`src/scbl_pkg.sv`:
```
package scbl_pkg;
  // ----------------------------------------
  // Word format
  // ----------------------------------------
  localparam int WORD_W = 20;
  localparam int PAY_W = 18;
  localparam int POS_HALF = 19;
  localparam int POS_KIND = 18;
  localparam int ADDR_W = 21;
  localparam int DATA_W = 35;
  localparam int UP_ADDR_W = 3;
  localparam int UP_DATA_W = 17;
  localparam logic [4:0] BIT_LAST = 5'h13;
  // ----------------------------------------
  // Timing
  // ----------------------------------------
  localparam int CLK_HZ = 25000000;
  localparam int SCK_PERIOD_NS = 320;
  localparam int SCK_HALF_CYC = (SCK_PERIOD_NS * (CLK_HZ / 1000000)) / 2000;
  localparam logic [3:0] HALF_CNT = 4'(SCK_HALF_CYC - 1);
  localparam logic [1:0] PRE_PULSES = 2'h2;
  localparam logic [1:0] LOAD_GAP = 2'h1;
  localparam logic [1:0] VALID_GAP = 2'h2;
  localparam logic [1:0] BUF_DEPTH = 2'h2;
  // ----------------------------------------
  // Word kinds
  // ----------------------------------------
  typedef enum logic [1:0] {
    SCBL_UP_ADDR = 2'h0,
    SCBL_LO_ADDR = 2'h2,
    SCBL_UP_DATA = 2'h1,
    SCBL_LO_DATA = 2'h3
  } scbl_kind_t;
endpackage : scbl_pkg

```
`src/scbl_if.sv`:
```
`timescale 1ns/1ps
interface scbl_if;
  logic sck;
  logic chip_select_n;
  logic load_en;
  logic mosi;
  logic config_clk;
  logic config_valid;
  logic miso_o;
  logic miso_oe;
  logic miso;
  // Shared line resolves to pulled-high level when nobody drives
  assign miso = miso_oe ? miso_o : 1'b1;
  modport master (
    output sck, chip_select_n, load_en, mosi, config_clk, config_valid,
    input miso
  );
  modport slave (
    input sck, chip_select_n, load_en, mosi, config_clk, config_valid,
    output miso_o, miso_oe
  );
endinterface : scbl_if

```
`src/scbl_buf2.sv`:
```
`timescale 1ns/1ps
module scbl_buf2 #(
  parameter int W = 56
) (
  input wire logic core_clk,
  input wire logic srst,
  input wire logic in_valid,
  output logic in_ready,
  input wire logic [W-1:0] in_data,
  output logic out_valid,
  input wire logic out_ready,
  output logic [W-1:0] out_data
);
  logic [W-1:0] mem_q [2];
  logic wp_q;
  logic rp_q;
  logic [1:0] cnt_q;
  logic push;
  logic pop;
  assign in_ready = (cnt_q != scbl_pkg::BUF_DEPTH);
  assign out_valid = (cnt_q != 2'h0);
  assign out_data = mem_q[rp_q];
  assign push = in_valid && in_ready;
  assign pop = out_valid && out_ready;
  // Storage
  always_ff @(posedge core_clk) begin
    if (push) begin
      mem_q[wp_q] <= in_data;
    end
  end
  // Pointers and fill level
  always_ff @(posedge core_clk) begin
    if (srst) begin
      wp_q <= 1'b0;
      rp_q <= 1'b0;
      cnt_q <= 2'h0;
    end else begin
      if (push) begin
        wp_q <= ~wp_q;
      end
      if (pop) begin
        rp_q <= ~rp_q;
      end
      cnt_q <= cnt_q + {1'b0, push} - {1'b0, pop};
    end
  end
endmodule : scbl_buf2

```
`src/scbl_slave.sv`:
```
`timescale 1ns/1ps
// Behaviour
// RULE1: bit19 upper/lower, bit18 address/data tag
// RULE2: upper address payload top bits zero
// RULE3: lower address gives address bits 17:0
// RULE4: data words give bits 34:18, 17:0
// RULE5: order upper/lower address then data
// RULE6: sample serial data on clock rise
// RULE7: shift while select low, capture on rise
// RULE8: load strobe rise latches holding register
// RULE9: load strobe one clock after select
// RULE10: config clock, valid two clocks later
// RULE11: valid pulses only with valid data
// RULE12: valid sampled by config clock
// RULE13: two clock pulses before select low
// RULE14: master drives lines, slave only MISO
// RULE15: unselected slaves ignore serial clock
// RULE16: shift contents held until next transaction
// RULE17: every word shifted as 20 bits
// RULE18: write only after lower data word
// RULE19: MISO driven only while addressed
// RULE20: most significant bit first
module scbl_slave (
  input wire logic core_clk,
  input wire logic srst,
  scbl_if.slave bus,
  output logic wr_valid,
  input wire logic wr_ready,
  output logic [20:0] wr_addr,
  output logic [34:0] wr_data
);
  // ----------------------------------------
  // Pin synchronisers
  // ----------------------------------------
  logic [3:0] s1_q;
  logic [3:0] s2_q;
  logic [3:0] s3_q;
  always_ff @(posedge core_clk) begin
    s1_q <= {bus.sck, bus.chip_select_n, bus.load_en, bus.config_clk};
    s2_q <= s1_q;
    s3_q <= s2_q;
  end
  logic mosi1_q;
  logic mosi2_q;
  logic cv1_q;
  logic cv2_q;
  always_ff @(posedge core_clk) begin
    mosi1_q <= bus.mosi;
    mosi2_q <= mosi1_q;
    cv1_q <= bus.config_valid;
    cv2_q <= cv1_q;
  end
  logic sck_rise;
  logic cs_rise;
  logic ld_rise;
  logic cc_rise;
  logic cs_low;
  assign sck_rise = s2_q[3] && !s3_q[3];
  assign cs_rise = s2_q[2] && !s3_q[2];
  assign ld_rise = s2_q[1] && !s3_q[1];
  assign cc_rise = s2_q[0] && !s3_q[0];
  assign cs_low = !s2_q[2];
  // ----------------------------------------
  // Shift and capture
  // ----------------------------------------
  logic [19:0] sh_q;
  logic [19:0] cap_q;
  logic [19:0] hold_q;
  logic sel_q;
  // RULE6: rising clock sample, RULE20 MSB first
  always_ff @(posedge core_clk) begin
    if (srst) begin
      sh_q <= 20'h00000;
    end else if (sck_rise && cs_low) begin
      // RULE15: ignore clock when unselected
      sh_q <= {sh_q[18:0], mosi2_q};
    end
  end
  // RULE7: capture word on select rise
  always_ff @(posedge core_clk) begin
    if (srst) begin
      cap_q <= 20'h00000;
      sel_q <= 1'b0;
    end else begin
      if (cs_rise) begin
        cap_q <= sh_q;
        sel_q <= 1'b1;
      end else if (ld_rise) begin
        sel_q <= 1'b0;
      end
    end
  end
  // RULE8: load strobe rise, RULE16 held until next
  // RULE15: load only after own frame
  always_ff @(posedge core_clk) begin
    if (srst) begin
      hold_q <= 20'h00000;
    end else if (ld_rise && sel_q) begin
      hold_q <= cap_q;
    end
  end
  // RULE19: drive MISO only while addressed, MSB of shift
  assign bus.miso_o = sh_q[scbl_pkg::WORD_W-1];
  assign bus.miso_oe = cs_low;
  // ----------------------------------------
  // Packing on config clock
  // ----------------------------------------
  logic [20:0] addr_q;
  logic [34:0] data_q;
  logic go;
  logic bvalid;
  logic bready;
  logic [1:0] idx;
  logic [1:0] next_q;
  logic in_order;
  logic last_word;
  // RULE12: valid sampled by config clock edge
  assign go = cc_rise && cv2_q;
  // Word position 0..3 from the tag, in sending order
  assign idx = {hold_q[scbl_pkg::POS_KIND], hold_q[scbl_pkg::POS_HALF]};
  assign in_order = (idx == next_q);
  assign last_word = go && in_order && (idx == 2'h3);
  // RULE1, RULE3, RULE4, RULE17: unpack by tag
  always_ff @(posedge core_clk) begin
    if (srst) begin
      addr_q <= 21'h000000;
      data_q <= 35'h000000000;
    end else if (go) begin
      case (scbl_pkg::scbl_kind_t'({hold_q[scbl_pkg::POS_HALF], hold_q[scbl_pkg::POS_KIND]}))
        // RULE2: only low three payload bits used
        scbl_pkg::SCBL_UP_ADDR: addr_q[20:18] <= hold_q[2:0];
        scbl_pkg::SCBL_LO_ADDR: addr_q[17:0] <= hold_q[17:0];
        scbl_pkg::SCBL_UP_DATA: data_q[34:18] <= hold_q[16:0];
        default: data_q[17:0] <= hold_q[17:0];
      endcase
    end
  end
  // RULE5: expected next word of a write
  always_ff @(posedge core_clk) begin
    if (srst) begin
      next_q <= 2'h0;
    end else if (go) begin
      if (in_order) begin
        next_q <= next_q + 2'h1;
      end else if (idx == 2'h0) begin
        // Stray upper address starts a new write
        next_q <= 2'h1;
      end else begin
        next_q <= 2'h0;
      end
    end
  end
  // RULE18: write offered after ordered lower data word
  // Held until the buffer takes it; a new completion wins over the take
  // Limitation: words arriving while a write waits overwrite its fields
  always_ff @(posedge core_clk) begin
    if (srst) begin
      bvalid <= 1'b0;
    end else if (last_word) begin
      bvalid <= 1'b1;
    end else if (bready) begin
      bvalid <= 1'b0;
    end
  end
  scbl_buf2 #(.W(56)) u_buf (
    .core_clk(core_clk),
    .srst(srst),
    .in_valid(bvalid),
    .in_ready(bready),
    .in_data({addr_q, data_q}),
    .out_valid(wr_valid),
    .out_ready(wr_ready),
    .out_data({wr_addr, wr_data})
  );
endmodule : scbl_slave

```
`src/flat_wrapper.sv`:
```
// flat-port wrapper written by rule: the top's interface ports become plain ports
module scbl_slave_flat 
  (core_clk, srst, wr_valid, wr_ready, wr_addr, wr_data, bus_sck, bus_chip_select_n, bus_load_en, bus_mosi, bus_config_clk, bus_config_valid, bus_miso_o, bus_miso_oe);
  scbl_if bus_i ();
  input wire logic core_clk;
  input wire logic srst;
  output logic wr_valid;
  input wire logic wr_ready;
  output logic [20:0] wr_addr;
  output logic [34:0] wr_data;
  input wire logic [$bits(bus_i.sck)-1:0] bus_sck;
  input wire logic [$bits(bus_i.chip_select_n)-1:0] bus_chip_select_n;
  input wire logic [$bits(bus_i.load_en)-1:0] bus_load_en;
  input wire logic [$bits(bus_i.mosi)-1:0] bus_mosi;
  input wire logic [$bits(bus_i.config_clk)-1:0] bus_config_clk;
  input wire logic [$bits(bus_i.config_valid)-1:0] bus_config_valid;
  output wire logic [$bits(bus_i.miso_o)-1:0] bus_miso_o;
  output wire logic [$bits(bus_i.miso_oe)-1:0] bus_miso_oe;
  assign bus_i.sck = bus_sck;
  assign bus_i.chip_select_n = bus_chip_select_n;
  assign bus_i.load_en = bus_load_en;
  assign bus_i.mosi = bus_mosi;
  assign bus_i.config_clk = bus_config_clk;
  assign bus_i.config_valid = bus_config_valid;
  assign bus_miso_o = bus_i.miso_o;
  assign bus_miso_oe = bus_i.miso_oe;
  scbl_slave u_core (.core_clk(core_clk), .srst(srst), .bus(bus_i), .wr_valid(wr_valid), .wr_ready(wr_ready), .wr_addr(wr_addr), .wr_data(wr_data));
endmodule
```
`config.mk`:
```
export PLATFORM = sky130hd
export DESIGN_NAME = scbl_slave_flat
export DESIGN_NICKNAME = d
export VERILOG_FILES = /design/src/scbl_pkg.sv /design/src/scbl_if.sv /design/src/scbl_buf2.sv /design/src/scbl_slave.sv /design/src/flat_wrapper.sv
export SDC_FILE = /design/constraint.sdc
export NUM_CORES = 1
export LEC_CHECK = 0
export BUFFER_PORTS_ARGS = -buffer_cell sky130_fd_sc_hd__buf_2
export CORE_MARGIN = 1
export CORE_UTILIZATION = 40
export DETAILED_ROUTE_END_ITERATION = 7
export PLACE_DENSITY = 0.6
export SETUP_SLACK_MARGIN = 0.2
export SKIP_CTS_REPAIR_TIMING = 1
export SLEW_MARGIN = 20
export SYNTH_ARGS = -nofsm -noshare
export SYNTH_HDL_FRONTEND = slang
export SYNTH_SLANG_ARGS = --single-unit
```
`constraint.sdc`:
```
create_clock -name core_clk -period 3.37 [get_ports core_clk]
set_input_delay 0.1685 -clock core_clk [delete_from_list [all_inputs] [get_ports core_clk]]
set_output_delay 0.1685 -clock core_clk [all_outputs]
set_load 0.02 [all_outputs]
```
==> impl_metrics.yaml <==
critical_path:
  end_kind: "output port"
  startpoint_type: "register"
  reg2reg_depth: 3
  cp_top_family: "flip-flops"
  rrSetupSlack_ns: 1.24
  worstPathArrival_ns: 2.19
  path_cells: "buf_12, mux2_2, buf_2"
  max_stage_delay_ns: 0.81
  path_max_fanout: 30
  crit_path_top_delay_cell: "dfxtp_2"
  critical_path_required_ns: 3.20
  cp.buffers_inverters: 2
  r2r-end: "u_core.addr_q[17]"
  worstSetupPathType: "reg2out"
  reg2reg_from: "u_core.hold_q[18]"
layout:
  synthToLayoutAreaGrowth_pct: 16.7
  drive_gt1_frac: 0.232
  nFillCells: 2008
  final_nets: 816
  antenna_cells: 0
  finish.utilization: 0.481
  instances_no_fill: 1106
  final_cell_mix: "140 x nand2_1, 140 x dfxtp_1, 112 x edfxtp_1, 66 x buf_2, 64 x a21oi_1"
pwr:
  combPwrFrac: 0.013
  leakage_uw: 0.00353
  pwr-share-clk: 0.460
  switching_share: 0.202
  vdd_ir_drop_max_v: 0.000405
  p_seq_frac: 0.527
  cellInternalPower_uw: 4840
  power_density_mw_per_mm2: 572
  power.switching_uw: 1230
synthesis:
  async_flop_share: 0
  ys_seq_area_frac: 0.681
  ys_ff_latch: 253
  synth_top_flop_cell: "dfxtp_1"
  synth_top_area_cell: "edfxtp_1"
  synth_cells: 739
  syn_nets: 749
  yosysTopAreaCellShare: 0.370
  netlist_area_mm2: 0.00909
  synth.avg_cell_area_um2: 12.3
  yosys_warnings: 0
  synth_area_leaders: "edfxtp_1 37%, dfxtp_1 31%, mux2_2 7.1%"
  synth_edf_count: 112
  synth.distinct_cells: 38
cts:
  cts_tree: "done"
  clkTransAtPathRegs_ns: 0.06
  numCtsBuffers: 27
  root_buffer: "clkbuf_16"
  cts_buffer_depth: 3
  clkLatencyLatePin_ns: 0.54
  numClockSinks: 253
  htreeDepth: 1
placed_design:
  place.port_buffers: 67
  dp.cells: 1050
  routabilityCongestion: 0.693
  dp_hpwl_mm: 10.2
  place_ws_ns: 1.25
hold_path:
  hold_end: "u_core.u_buf.cnt_q[1]"
  hold_start: "wr_ready"
  hold_class: "in2reg"
  hold_path_depth: 3
sta:
  hold_viol_final: 0
  grt_setup_unrepaired: "no"
  max_freq_ghz: 0.423
  setup_slack_ns: 1.01
  slew_headroom: 0.410
  setup_viol: 0
  max_slew.worst_pin.slew_ns: 0.883
  drv_slew: 0
  hold_ws_ns: 0.112
  post-route-min-period_ns: 2.36
  finClkSkew_ns: 0.0144
  fin_tns_setup_ns: 0
  fin_crit_sh: 0.701
route:
  firstDrtPassIters: 8
  viasPerCell: 4.91
  routed_wl_mm: 17.0
  drtIter0Drc: 339
  vias: 5432
  drc: 3
  routedWlPerCell_um: 15.4
  antenna_left: 0
grt:
  grt_pass1_wl_mm: 27.7
  grt_overflow: 0
  grtUsageTotal: 0.147
  antenna_found_initial: 0
  grt_pass1_vias: 5146
  grt_start_max_net_pins: 60
floorplan:
  pin_count: 68
  core_area_mm2: 0.0220
  die_x_um: 153
  dieHeight_um: 153
  num_rows: 54
  dieArea_mm2: 0.0233
  initial_utilization: 0.413
outcome:
  failed_checks: "design-rule violations"
  status: "complete, but fails checks"
flow_run:
  drv_cap: 0
layer usage:
metal / part of all wire / global-route usage
met5: 0 / 0
met4: 0.022 / 0.0418
met3: 0.033 / 0.0256
met2: 0.46 / 0.231
met1: 0.49 / 0.208
cells in the mapped netlist, drive strengths merged, types with 2 or more instances:
cell type  instances
a21oi             64
nor2               5
o21ai             58
clkbuf            31
inv                5
dfxtp            141
nor2b             24
buf               16
or2                2
nand2            140
mux2              57
nand3              3
and3b              2
o211ai            15
mux2i             20
o32ai              2
a21bo              2
edfxtp           112
nand2b            26
nand3b             4
layout make-up:
class | count | area, µm² | area share
Clock buffer | 44 | 800 | 0.0754
Clock inverter | 5 | 47.5 | 0.00449
Inverter | 5 | 18.8 | 0.00177
Multi-Input combinational cell | 434 | 2670 | 0.252
Sequential cell | 253 | 6190 | 0.584
Tap cell | 280 | 350 | 0.0330
Timing Repair Buffer | 85 | 528 | 0.0498
worst max-delay path by stage:
| stage | startpoint | end | slack (ns) | depth (start not counted) |
|---|---|---|---|---|
| after CTS | register | wr_data[16] | 0.94 | 3 |
| final | register | wr_data[16] | 1.01 | 3 |
| after global placement | u_core.hold_q[18] | u_core.addr_q[13] | 1.24 | 3 |
| after detailed placement | u_core.hold_q[18] | u_core.addr_q[17] | 1.25 | 3 |
| after global routing | register | wr_addr[13] | 0.88 | 3 |
| after floorplan | u_core.u_buf.cnt_q[0] | u_core.u_buf.mem_q[1][0] | 0.98 | 2 |
sequential cells by signal (all words and copies together) (netlist names), named ones only:
signal	count
u_core.mosi2_q	1
u_core.cv2_q	1
u_core.bvalid	1
u_core.cap_q	20
u_core.u_buf.rp_q	1
u_core.u_buf.cnt_q	2
u_core.s3_q	4
u_core.data_q	35
u_core.hold_q	20
u_core.s2_q	4
u_core.next_q	2
u_core.s1_q	4
u_core.u_buf.wp_q	1
u_core.addr_q	21
u_core.sh_q	20
u_core.cv1_q	1
u_core.u_buf.mem_q	112
u_core.sel_q	1
u_core.mosi1_q	1
power by group through the flow:
stage	Sequential (µW)	Clock (µW)	Combinational, µW
detailed placement	3260	0	76.3
CTS	3190	2850	76.3
finish	3190	2790	81.4
global placement	3260	0	76.2
global route	3190	2990	89.6
floorplan	3260	0	53.2
through the flow:
step / instance area (µm²) / total power [µW]
floorplan: 9090 / 3310
global placement: 9680 / 3340
detailed placement: 9680 / 3340
CTS: 10500 / 6120
global route: 10600 / 6270
finish: 10600 / 6060
kinds of logic (layout without fill, tap and decap cells):
logic type	count (synthesis)	count (layout)	share of synthesized area
and+or+nand+nor	210	210	0.106
xor gates and xnor gates	1	1	0.000964
DFF	253	253	0.681
muxes	77	77	0.0927
AOI/OAI and AO/OA	145	145	0.0923
adders and majority gates	1	1	0.00138
buffers and inverters	52	139	0.0262
worst reg2reg max path, delay by kind of cell, from the launching register on:
kind	cells	cell delay [ns]
flops	1	0.44
compound gates	1	0.21
simple gates	2	1.33
Power figures use the tool's default switching activity.
